## config.mk

```make
export PLATFORM = sky130hd
export DESIGN_NAME = sms_recorder
export DESIGN_NICKNAME = d
export VERILOG_FILES = /design/src/sms_pkg.sv /design/src/sms_encode.sv /design/src/sms_recorder.sv
export SDC_FILE = /design/constraint.sdc
export NUM_CORES = 1
export LEC_CHECK = 0
export ABC_AREA = 1
export BUFFER_PORTS_ARGS = -buffer_cell sky130_fd_sc_hd__clkbuf_2
export CORE_UTILIZATION = 57
export DETAILED_ROUTE_END_ITERATION = 12
export PLACE_DENSITY = 0.81
export SYNTH_ARGS = -nofsm -noshare
export SYNTH_HDL_FRONTEND = slang
export SYNTH_SLANG_ARGS = --single-unit
```

## constraint.sdc

```tcl
create_clock -name core_clk -period 2.9 [get_ports core_clk]
set_input_delay 0.435 -clock core_clk [delete_from_list [all_inputs] [get_ports core_clk]]
set_output_delay 0.435 -clock core_clk [all_outputs]
set_load 0.005 [all_outputs]
```

## src/sms_pkg.sv

```systemverilog
/*
 * constants and types for the memory source sample recorder.
 * assumes a single core clock and active-low asynchronous reset.
 */
// What this block does
// - capture only when sampling on and double miss
// - line state flag: modified 0, owned 1
// - destination flag: local 0, remote 1
// - source codes 0,1,2,3,7; 4-6 never produced
// - source zero marks whole record invalid
// - local third-level cache only with local
// - code 2 local or remote core cache, or remote third-level cache
// - code 3 local or remote dram
// - code 7 remote never interrupt controller
// - record guaranteed only for loads
// - line state meaningful only for cache sources
// - miss latency valid only for loads
// - latency counts miss detect to fill
package sms_pkg;
   // ****************************************************************
   // source codes
   // ****************************************************************
   localparam logic [2:0] SMS_SRC_NONE = 3'h0;
   localparam logic [2:0] SMS_SRC_L3   = 3'h1;
   localparam logic [2:0] SMS_SRC_CACHE = 3'h2;
   localparam logic [2:0] SMS_SRC_DRAM = 3'h3;
   localparam logic [2:0] SMS_SRC_IO   = 3'h7;
   // ****************************************************************
   // hub supplier kinds and reset values
   // ****************************************************************
   localparam logic [2:0] SMS_KIND_L3      = 3'h0;
   localparam logic [2:0] SMS_KIND_CORE    = 3'h1;
   localparam logic [2:0] SMS_KIND_DRAM    = 3'h2;
   localparam logic [2:0] SMS_KIND_MMIO    = 3'h3;
   localparam logic [2:0] SMS_KIND_INTC    = 3'h4;
   localparam logic       SMS_ST_MODIFIED  = 1'h0;
   localparam logic       SMS_ST_OWNED     = 1'h1;
   localparam logic       SMS_DST_LOCAL    = 1'h0;
   localparam logic       SMS_DST_REMOTE   = 1'h1;
   localparam int         SMS_LAT_W        = 16;
   typedef enum logic [1:0] {
      SMS_IDLE = 2'b00,
      SMS_WAIT = 2'b01,
      SMS_DONE = 2'b11
   } sms_state_t;
endpackage : sms_pkg

```

## src/sms_encode.sv

```systemverilog
/*
 * maps a hub supplier description onto source code and flags.
 * assumes kind and remote are stable while done is presented.
 */
module sms_encode
   import sms_pkg::*;
(
   input  wire logic [2:0] kind,
   input  wire logic       remote,
   input  wire logic       owned,
   output logic      [2:0] src,
   output logic            dst,
   output logic            st
);
   // ****************************************************************
   // encoding
   // ****************************************************************
   always_comb begin
      src = SMS_SRC_NONE;
      dst = SMS_DST_LOCAL;
      st  = SMS_ST_MODIFIED;
      case (kind)
         SMS_KIND_L3: begin
            // a remote third-level cache is reported as a cache source
            src = remote ? SMS_SRC_CACHE : SMS_SRC_L3;
            dst = remote;
            st  = owned ? SMS_ST_OWNED : SMS_ST_MODIFIED;
         end
         SMS_KIND_CORE: begin
            src = SMS_SRC_CACHE;
            dst = remote ? SMS_DST_REMOTE : SMS_DST_LOCAL;
            st  = owned ? SMS_ST_OWNED : SMS_ST_MODIFIED;
         end
         SMS_KIND_DRAM: begin
            src = SMS_SRC_DRAM;
            dst = remote;
         end
         SMS_KIND_MMIO: begin
            src = SMS_SRC_IO;
            dst = remote;
         end
         SMS_KIND_INTC: begin
            src = SMS_SRC_IO;
            dst = SMS_DST_LOCAL;
         end
         default: begin
            src = SMS_SRC_NONE;
         end
      endcase
   end
endmodule : sms_encode

```

## src/sms_recorder.sv

```systemverilog
/*
 * memory source sample recorder: watches the tagged op's miss and the
 * hub completion, captures the supplier record and miss latency.
 * assumes a single tagged op per armed sample, inputs synchronous.
 */
module sms_recorder
   import sms_pkg::*;
#(
   parameter int LAT_W = SMS_LAT_W
)
(
   input  wire logic             core_clk,
   input  wire logic             rst_b,
   input  wire logic             sampling_en,
   input  wire logic             arm,
   input  wire logic             tag_miss,
   input  wire logic             tag_is_load,
   input  wire logic             l1_miss,
   input  wire logic             l2_miss,
   input  wire logic             hub_done,
   input  wire logic [2:0]       hub_kind,
   input  wire logic             hub_remote,
   input  wire logic             hub_owned,
   input  wire logic             fill_done,
   input  wire logic             sample_read,
   output logic [2:0]            data_source_code,
   output logic                  remote_service_flag,
   output logic                  supplier_line_state,
   output logic                  record_valid,
   output logic                  latency_valid,
   output logic [LAT_W-1:0]      load_miss_latency,
   output logic                  busy
);
   // ****************************************************************
   // state
   // ****************************************************************
   sms_state_t       state_r, state_nxt;
   logic [2:0]       src_r, src_nxt;
   logic             dst_r, dst_nxt;
   logic             st_r, st_nxt;
   logic             load_r, load_nxt;
   logic             lat_on_r, lat_on_nxt;
   logic             lat_ok_r, lat_ok_nxt;
   logic [LAT_W-1:0] lat_r, lat_nxt;
   logic [2:0]       enc_src;
   logic             enc_dst;
   logic             enc_st;
   logic             start;

   sms_encode u_enc (
      .kind   (hub_kind),
      .remote (hub_remote),
      .owned  (hub_owned),
      .src    (enc_src),
      .dst    (enc_dst),
      .st     (enc_st)
   );

   assign start = sampling_en && tag_miss && l1_miss && l2_miss;

   // ****************************************************************
   // next state
   // ****************************************************************
   always_comb begin
      state_nxt  = state_r;
      src_nxt    = src_r;
      dst_nxt    = dst_r;
      st_nxt     = st_r;
      load_nxt   = load_r;
      lat_on_nxt = lat_on_r;
      lat_ok_nxt = lat_ok_r;
      lat_nxt    = lat_r;
      if (lat_on_r && lat_r != '1) begin
         lat_nxt = lat_r + 1'b1;
      end
      if (lat_on_r && fill_done) begin
         lat_on_nxt = 1'b0;
         lat_ok_nxt = load_r;
      end
      case (state_r)
         SMS_IDLE: begin
            if (start && !arm) begin
               state_nxt  = SMS_WAIT;
               src_nxt    = SMS_SRC_NONE;
               load_nxt   = tag_is_load;
               lat_on_nxt = tag_is_load;
               lat_ok_nxt = 1'b0;
               lat_nxt    = '0;
            end
         end
         SMS_WAIT: begin
            if (arm || !sampling_en) begin
               state_nxt  = SMS_IDLE;
               lat_on_nxt = 1'b0;
            end else if (hub_done) begin
               state_nxt = SMS_DONE;
               src_nxt   = enc_src;
               dst_nxt   = enc_dst;
               st_nxt    = enc_st;
            end
         end
         SMS_DONE: begin
            // record stays frozen until read or rearm
            if (sample_read || arm) begin
               state_nxt  = SMS_IDLE;
               src_nxt    = SMS_SRC_NONE;
               lat_on_nxt = 1'b0;
               // a fill landing with the release still counts
               if (!(lat_on_r && fill_done)) begin
                  lat_ok_nxt = 1'b0;
               end
            end
         end
         default: begin
            state_nxt = SMS_IDLE;
         end
      endcase
   end

   always_ff @(posedge core_clk or negedge rst_b) begin
      if (!rst_b) begin
         state_r  <= SMS_IDLE;
         src_r    <= SMS_SRC_NONE;
         dst_r    <= SMS_DST_LOCAL;
         st_r     <= SMS_ST_MODIFIED;
         load_r   <= 1'b0;
         lat_on_r <= 1'b0;
         lat_ok_r <= 1'b0;
         lat_r    <= '0;
      end else begin
         state_r  <= state_nxt;
         src_r    <= src_nxt;
         dst_r    <= dst_nxt;
         st_r     <= st_nxt;
         load_r   <= load_nxt;
         lat_on_r <= lat_on_nxt;
         lat_ok_r <= lat_ok_nxt;
         lat_r    <= lat_nxt;
      end
   end

   // ****************************************************************
   // outputs
   // ****************************************************************
   assign data_source_code    = src_r;
   assign remote_service_flag = dst_r;
   assign supplier_line_state = st_r;
   // stores never claim a valid record, zero source voids it
   assign record_valid = (state_r == SMS_DONE) && load_r
                         && (src_r != SMS_SRC_NONE);
   assign latency_valid     = lat_ok_r && load_r;
   assign load_miss_latency = lat_r;
   assign busy              = (state_r != SMS_IDLE);

   // ****************************************************************
   // checks
   // ****************************************************************
   chk_no_reserved: assert property (@(posedge core_clk) disable iff (!rst_b)
      !(src_r inside {3'h4, 3'h5, 3'h6}))
      else $error("reserved source code");
   chk_l3_local: assert property (@(posedge core_clk) disable iff (!rst_b)
      (src_r == SMS_SRC_L3) |-> (dst_r == SMS_DST_LOCAL))
      else $error("local l3 reported remote");
   chk_zero_invalid: assert property (@(posedge core_clk) disable iff (!rst_b)
      (src_r == SMS_SRC_NONE) |-> !record_valid)
      else $error("zero source reported valid");
   chk_store_invalid: assert property (@(posedge core_clk)
      disable iff (!rst_b) !load_r |-> !record_valid && !latency_valid)
      else $error("store record marked valid");
   chk_capture_cause: assert property (@(posedge core_clk)
      disable iff (!rst_b)
      $rose(busy) |-> $past(sampling_en && l1_miss && l2_miss))
      else $error("capture without double miss");
   chk_hold_record: assert property (@(posedge core_clk) disable iff (!rst_b)
      (state_r == SMS_DONE && !sample_read && !arm)
      |=> $stable(src_r) && $stable(dst_r) && $stable(st_r))
      else $error("record changed while held");
   chk_hub_encode: assert property (@(posedge core_clk) disable iff (!rst_b)
      (state_r == SMS_WAIT && hub_done && !arm && sampling_en
       && hub_kind == SMS_KIND_DRAM)
      |=> src_r == SMS_SRC_DRAM && dst_r == $past(hub_remote))
      else $error("dram source misencoded");
   chk_intc_local: assert property (@(posedge core_clk) disable iff (!rst_b)
      (state_r == SMS_WAIT && hub_done && !arm && sampling_en
       && hub_kind == SMS_KIND_INTC)
      |=> src_r == SMS_SRC_IO && !dst_r)
      else $error("interrupt controller reported remote");
   chk_lat_count: assert property (@(posedge core_clk) disable iff (!rst_b)
      (lat_on_r && !fill_done && lat_r < 16'h00ff && state_r == SMS_WAIT
       && !arm && sampling_en) |=> lat_r == $past(lat_r) + 1'b1)
      else $error("latency not counting");
   chk_capture_load: assert property (@(posedge core_clk)
      disable iff (!rst_b)
      $rose(busy) |-> load_r == $past(tag_is_load))
      else $error("load flag not captured");
   chk_abort_idle: assert property (@(posedge core_clk)
      disable iff (!rst_b)
      (state_r == SMS_WAIT && (arm || !sampling_en))
      |=> state_r == SMS_IDLE && !record_valid)
      else $error("abort did not return to idle");
   chk_start_clear: assert property (@(posedge core_clk)
      disable iff (!rst_b)
      (state_r == SMS_IDLE && start && !arm)
      |=> busy && lat_r == '0 && lat_on_r == $past(tag_is_load))
      else $error("capture start not clean");
   chk_lat_stop: assert property (@(posedge core_clk)
      disable iff (!rst_b)
      (lat_on_r && fill_done)
      |=> !lat_on_r && latency_valid == $past(load_r))
      else $error("latency not closed on fill");
   chk_core_cache: assert property (@(posedge core_clk)
      disable iff (!rst_b)
      (state_r == SMS_WAIT && hub_done && !arm && sampling_en
       && hub_kind == SMS_KIND_CORE)
      |=> src_r == SMS_SRC_CACHE && dst_r == $past(hub_remote)
          && st_r == $past(hub_owned))
      else $error("core cache source misencoded");
   cov_dram_load: cover property (@(posedge core_clk)
      record_valid && src_r == SMS_SRC_DRAM);
   cov_remote_cache: cover property (@(posedge core_clk)
      record_valid && src_r == SMS_SRC_CACHE && dst_r);
   cov_latency: cover property (@(posedge core_clk) $rose(latency_valid));
   cov_read_clear: cover property (@(posedge core_clk)
      state_r == SMS_DONE && sample_read);
   cov_abort: cover property (@(posedge core_clk)
      state_r == SMS_WAIT && (arm || !sampling_en));
endmodule : sms_recorder

```

==> results by group, run 1 <==
CTS
  • CTS root buffer: clkbuf_4
  • Postcts setup bufs: 0
  • Worst-Skew Late Latency: 0.32 ns
  • CTS Buf Count: 3
  • Hold buffer count at CTS: 0
  • Clock Sinks: 26
  • Clock-pin slew on the worst setup and hold paths: 0.15 ns
  • Cts repair resizes: 0
  • Htree depth: 1
  • CTS Buffer Depth: 2
  • CTS tree: built

Worst setup path
  • Critical path data required time: 2.47 ns
  • CP peak stage delay: 0.40 ns
  • Critical path cell sequence: ha_1, nand2_1, a31oi_1, clkbuf_2
  • Crit-path slowest cell: dfrtp_1
  • Crit-path max FO: 3
  • Crit path arrival time: 1.28 ns
  • WS Path Type: register to primary output
  • Crit start category: register
  • CP endpoint kind: primary output

Die
  • Die Wd: 56.12 µm
  • Height of the chip: 56.12 µm
  • # rows: 19
  • Boundary Pins: 40
  • Starting Density: 0.6053
  • CORE AREA: 2758 µm²
  • Die ar.: ~3100 µm²

Timing
  • Setup ws final: 1.186 ns
  • Slew of the pin with the lowest slew margin: 0.6477 ns
  • Final Hold Fails: 0
  • Worst relative slew slack: 0.5682
  • Final period util: 0.5910
  • RSZ-0062 raised after global routing: false
  • Max Slew Vio Count: 0
  • Skew final: 0.008994 ns
  • Setup violators final: 0
  • Setup TNS: 0 ns
  • Fmax: 583.5 MHz
  • Final Critical Period: 1.714 ns

Run
  • Max cap viols: 0

Synthesis
  • Yosys reg bits: 26
  • Cell taking the most area after synthesis: dfrtp_1
  • Avg Cell Area, Syn: about 6.9 µm²
  • Post-synth design cell area: roughly 1700 µm²
  • Sequential fraction of the synthesis area: 0.3898
  • Leading register cell type out of synthesis: dfrtp_1
  • Asr flop ratio synth: 1.000
  • Synth top area share: 0.3898
  • Mapped Nets: 264
  • Main area contributors after synthesis: dfrtp_1 (39%), nand2_1 (14%), nor2_1 (9.7%)
  • Number of synthesized flops with an enable pin: 0
  • Netlist cell types: 21
  • Synth warn: 0
  • Synth Instances: 243

Layout
  • Design Area, Final: 1902 µm²
  • Area added between synthesis and finish: 13.94%
  • Fillcell total: 262
  • Post-Layout Cell Count: 313
  • Post-layout net count: 304
  • Ratio of cells with drive above 1 in the final layout: 0.1809
  • Final Core Density: 0.6897
  • Diode count: 0

Route
  • DRT antenna net count: 0
  • DRC violations left: 0
  • Routed WL per cell: about 11 µm
  • Drt first pass iters: 4
  • Via count: 1596
  • Initial DRC count: 71
  • Final wirelength: approximately 3500 µm
  • Vias per inst: 5.099

Placed design
  • Routability cong.: 0.8770
  • # port buffers: 39
  • Placed Instances: approximately 310
  • HPWL Detailed: 2646 µm
  • Dpl ws: between 1 and 1.5 ns
  • Placed cell area: 1866 µm²

Power and ir drop
  • Pwr dens: 516.1 nW/µm²
  • Leakage: 1.083 nW
  • VDD IR-drop max: between 0.4 and 0.5 mV

Global routing
  • Largest net degree at the start of global routing: 27
  • Initial antenna violation count: 0
  • Total global routing overflow: 0
  • First-pass GRT wire length: 6092 µm
  • Vias in the first global route: around 1500
  • GR Util All Layers: 0.2436

Outcome
  • Outcome: finished, final reports clean

Min path
  • Hold Crit Class: input port to asynchronous set/reset pin
[Yosys cell counts (2+ instances only)]
library cell	count
a31oi_1	2
nand3_1	25
nand2_1	61
nor2_2	2
a21oi_1	12
buf_6	2
nor3_1	3
ha_1	5
nand4_1	3
nor2_4	2
o22ai_1	2
nor2_1	43
dfrtp_1	26
buf_4	2
o21ai_0	10
inv_1	38
[layer usage]
| layer | wire length [µm] | GRT usage | vias up |
|---|---|---|---|
| met3 | 114 | 0.02558 | 2 |
| met1 | 1520 | 0.2926 | 711 |
| met4 | 18 | 0.1080 | 0 |
| met5 | 0 | 0 | - |
| met2 | 1814 | 0.4371 | 34 |
| li1 | - | - | 849 |
[flip-flops by register name, indices dropped and copies added (netlist names)]
| signal | count |
|---|---|
| load_miss_latency | 16 |
| data_source_code | 3 |
| remote_service_flag | 1 |
| state_r | 2 |
| lat_on_r | 1 |
| supplier_line_state | 1 |
| load_r | 1 |
| lat_ok_r | 1 |
[layout by cell type (no fill, tap or decap), drive strengths merged, types with 2 or more instances in the layout]
cell,count
a31oi,2
o21ai,10
nor2,47
clkbuf,43
ha,5
inv,38
nor3,3
o22ai,2
dfrtp,26
a21oi,12
nand4,4
nand2,61
nand3,26
[critical path: cells and delay by family, from the launching register on]
family | cells | cell delay [ns]
adders and majority gates | 1 | 0.22
AOI/OAI and AO/OA | 1 | 0.13
buffers and inverters | 1 | 0.13
DFF | 1 | 0.40
and+or+nand+nor | 1 | 0.08
[power by group]
group	total, mW	internal (mW)	switching, mW
Combinational	0.325	0.132	0.193
Sequential	0.472	0.421	0.0510
Clock	0.184	0.0767	0.107
[metrics by stage]
stage / power [mW] / hold WS (ns)
after detailed placement: 0.8083 / 0.4906
after global routing: 1.059 / 0.1573
after floorplan: 0.6843 / 0.1394
after CTS: 0.9909 / 0.1267
after global placement: 0.8002 / 0.4857
final: 0.9816 / 0.1055
[cell type report]
| cell class | instances | area [µm²] | share of cell area |
|---|---|---|---|
| multi-input combinational | 175 | 838.3 | 0.4408 |
| sequential | 26 | 650.6 | 0.3421 |
| timing repair buffer | 39 | 195.2 | 0.1026 |
| inverter | 38 | 142.6 | 0.07500 |
| tap | 31 | 38.79 | 0.02039 |
| clock buffer | 4 | 36.28 | 0.01908 |
[kinds of logic (layout without fill, tap and decap cells)]
| group | count (synthesis) | count (layout) | share of synthesized area |
|---|---|---|---|
| AO/OA/AOI/OAI | 27 | 27 | 0.08546 |
| adder cells (fa/ha/maj) | 5 | 5 | 0.03748 |
| buffers and inverters | 42 | 81 | 0.1079 |
| flip-flops | 26 | 26 | 0.3898 |
| multiplexers | 1 | 1 | 0.006746 |
| AND/OR/NAND/NOR | 142 | 142 | 0.3726 |
[final timing paths]
kind | to | cells after the start | slack, ns | startpoint
worst min register to register | remote_service_flag$_DFFE_PN0P_ | 1 | 0.53 | remote_service_flag$_DFFE_PN0P_
worst max register to register | load_miss_latency[11]$_DFF_PN0_ | 8 | 1.29 | load_miss_latency[0]$_DFF_PN0_
worst max-delay path | record_valid | 4 | 1.19 | state_r[0]$_DFFE_PN0P_
max in group asynchronous | remote_service_flag$_DFFE_PN0P_ | 1 | 2.37 | rst_b
min in group core_clk | supplier_line_state$_DFFE_PN0P_ | 3 | 0.34 | hub_owned
worst min-delay path | load_miss_latency[2]$_DFF_PN0_ | 1 | 0.11 | rst_b
No activity file was read; power rests on OpenSTA's default activity.
==> run 2: changes to the inputs <==
--- a/config.mk
+++ b/config.mk
@@ -7,9 +7,9 @@
 export LEC_CHECK = 0
 export ABC_AREA = 1
 export BUFFER_PORTS_ARGS = -buffer_cell sky130_fd_sc_hd__clkbuf_2
-export CORE_UTILIZATION = 57
+export CORE_UTILIZATION = 48
 export DETAILED_ROUTE_END_ITERATION = 12
-export PLACE_DENSITY = 0.81
+export PLACE_DENSITY = 0.73
 export SYNTH_ARGS = -nofsm -noshare
 export SYNTH_HDL_FRONTEND = slang
 export SYNTH_SLANG_ARGS = --single-unit
==> constraint.sdc (replaced) <==
create_clock -name core_clk -period 1.5 [get_ports core_clk]
set_input_delay 0.225 -clock core_clk [delete_from_list [all_inputs] [get_ports core_clk]]
set_output_delay 0.225 -clock core_clk [all_outputs]
set_load 0.005 [all_outputs]
==> run 2 against run 1 <==
Net effect:
- the run now ends with setup timing left
- sequential share of layout area fell by 4.8 points
- sequential cell count unchanged
- die area is 18% higher
- critical endpoint is now load_miss_latency[15]$_DFF_PN0_
- critical path depth up 4
- combinational power increased by 140%
==> results by group, run 2 (synthesis gave the netlist of run 1 again) <==
Global routing
  • Initial antenna violation count: 0 (unchanged)
  • Largest net degree at the start of global routing: 27 (unchanged)
  • Vias in the first global route: 1563 (+2.9%)
  • GR Util All Layers: 0.2337 (-0.009857)
  • Total global routing overflow: 0 (unchanged)
  • First-pass GRT wire length: 6465 µm (+6.1%)

Timing
  • Final period util: 1.012
  • Worst relative slew slack: 0.5723 (+0.004073)
  • Skew final: 0.007265 ns (-0.001729 ns)
  • Setup ws final: -0.01750 ns (-1.204 ns)
  • Final Critical Period: 1.518 ns
  • Slew of the pin with the lowest slew margin: 0.6416 ns (-0.006109 ns)
  • RSZ-0062 raised after global routing: true
  • Max Slew Vio Count: 0 (unchanged)
  • Fmax: 659.0 MHz
  • Setup violators final: 2 (+2)
  • Final Hold Fails: 0 (unchanged)

Power and ir drop
  • Pwr dens: 994.9 nW/µm² (+93%)
  • Leakage: 1.236 nW (+14%)
  • VDD IR-drop max: 0.8071 mV (+82%)

Worst setup path
  • Crit start category: register
  • Reg2Reg Setup Slack: -0.02 ns (-1.31 ns)
  • R2r startpoint: load_miss_latency[0]$_DFF_PN0_
  • CP peak stage delay: 0.42 ns (+0.02 ns)
  • Critical path data required time: 1.74 ns (-0.73 ns)
  • Capture point of the worst path: load_miss_latency[15]$_DFF_PN0_
  • CP bufs+invs: 2 (+1)
  • CP dominant cell by count: nor2_1
  • Critical path depth: 8 (+4)
  • Critical path cell sequence: buf_4, nand2_1, inv_1, nand3_1, nor2_1, nand3_1, nor2_1, nor2_1
  • Worst-case reg-to-reg path depth: 8 (unchanged)
  • CP endpoint kind: register
  • Delay-heaviest family, CP: simple AND/OR/NAND/NOR gates
  • Crit-path max FO: 5 (+2)
  • Crit-path slowest cell: dfrtp_1
  • Worst Setup SP: load_miss_latency[0]$_DFF_PN0_
  • End of the worst register-to-register path: load_miss_latency[15]$_DFF_PN0_
  • Crit path arrival time: 1.76 ns (+0.48 ns)
  • WS Path Type: register to register

Outcome
  • Outcome: finished, violations left
  • Violated checks: setup timing

Layout
  • Final Core Density: 0.6633 (-0.02636)
  • Max FFs per register: 16 (unchanged)
  • Most frequent cells in the layout: nand2_1 (58), nor2_1 (38), clkbuf_2 (38)
  • Most common cell after layout, fill and taps aside: nand2_1
  • Ratio of cells with drive above 1 in the final layout: 0.2924 (+0.1115)
  • Design Area, Final: 2213 µm² (+16%)
  • Area added between synthesis and finish: 32.61%
  • Fillcell total: 305 (+16%)
  • Diode count: 0 (unchanged)
  • Post-layout net count: 323 (+6.3%)

Min path
  • Min-Delay Path Depth: 3
  • Hold Crit Class: input port to register

Placed design
  • Placed cell area: 1987 µm² (+6.5%)
  • HPWL Detailed: 2931 µm (+11%)
  • # port buffers: 39 (unchanged)
  • Routability cong.: 0.8315 (-5.2%)

Route
  • Drt first pass iters: 6 (+2)
  • DRT antenna net count: 0 (unchanged)
  • Vias per inst: 5.216 (+2.3%)
  • Via count: 1810 (+13%)
  • Final wirelength: 4355 µm (+26%)
  • DRC violations left: 0 (unchanged)
  • Routed WL per cell: 12.55 µm (+13%)
  • Initial DRC count: 58 (-18%)

CTS
  • CTS Buf Count: 3 (unchanged)
  • CTS Buffer Depth: 2 (unchanged)
  • CTS tree: built
  • Clock Sinks: 26 (unchanged)
  • Clock-pin slew on the worst setup and hold paths: 0.16 ns (about the same)
  • Worst-Skew Late Latency: 0.34 ns (+0.02 ns)
  • Htree depth: 1 (unchanged)
  • CTS root buffer: clkbuf_4

Die
  • Die ar.: 3717 µm² (+18%)
  • Height of the chip: 60.97 µm (+8.7%)
  • Starting Density: 0.5002 (-0.1051)
  • Die Wd: 60.97 µm (+8.7%)
  • # rows: 21 (+2)
  • CORE AREA: 3337 µm² (+21%)
  • Boundary Pins: 40 (unchanged)

Run
  • Max cap viols: 0 (unchanged)
## run 2: layout make-up
class | count | area, µm² | share of cell area
Tap cell | 46 | 57.56 | 0.02600
Sequential cell | 26 | 651.9 | 0.2945
Multi-Input combinational cell | 178 | 978.4 | 0.4421
Inverter | 38 | 142.6 | 0.06444
Timing Repair Buffer | 55 | 330.3 | 0.1492
Clock buffer | 3 | 22.52 | 0.01018
Clock inverter | 1 | 30.03 | 0.01357
## run 2: per-layer routing
layer	track usage	vias to the layer above	share of wire
li1	-	896	-
met1	0.2573	843	0.42
met2	0.4521	60	0.53
met3	0.04478	11	0.034
met4	0.06494	0	0.014
met5	0	-	0
## run 2: timing repair
item | 4_1_cts | 5_1_grt
hold buffers | 1 | 0
buffers inserted | 1 | 2
gates cloned | 1 | 2
gates resized for setup | 2 | 26
pin swaps | 2 | 6
endpoints found under the setup margin | 10 | 25
hold endpoints to repair | 26 | 0
## run 2: worst min path at each step
| stage | from | endpoint | slack [ns] |
|---|---|---|---|
| final | hub_owned | supplier_line_state$_DFFE_PN0P_ | 0.10 |
| after global routing | hub_owned | supplier_line_state$_DFFE_PN0P_ | 0.12 |
| after CTS | hub_owned | supplier_line_state$_DFFE_PN0P_ | 0.09 |
| after detailed placement | rst_b | load_miss_latency[2]$_DFF_PN0_ | 0.29 |
| after global placement | rst_b | load_miss_latency[2]$_DFF_PN0_ | 0.29 |
| after floorplan | rst_b | data_source_code[0]$_DFFE_PN0P_ | -0.07 |
## run 2: tightest hold or removal path: cells and delay by family
family                 cells  cell delay, ns
buffers and inverters      1            0.08
AND/OR/NAND/NOR            2            0.12
## run 2: through the flow
step / TNS (ns) / total power [mW] / hold slack, ns / setup slack [ns] / cells
after global placement: 0 / 1.602 / 0.2903 / 0.02089 / 336
final: -0.01918 / 2.202 / 0.1031 / -0.01750 / 347
after detailed placement: 0 / 1.606 / 0.2872 / 0.0008855 / 336
after floorplan: 0 / 1.323 / -0.07059 / 0.08171 / 243
after CTS: -0.03442 / 2.133 / 0.08525 / -0.03442 / 343
after global routing: -0.8553 / 2.362 / 0.1237 / -0.08486 / 347
## run 2: power by group
group | switching (mW) | leakage (nW) | internal (mW)
sequential | 0.0955 | 0.350 | 0.814
combinational | 0.445 | 0.858 | 0.346
clock | 0.231 | 0.0279 | 0.271
total | 0.771 | 1.24 | 1.43
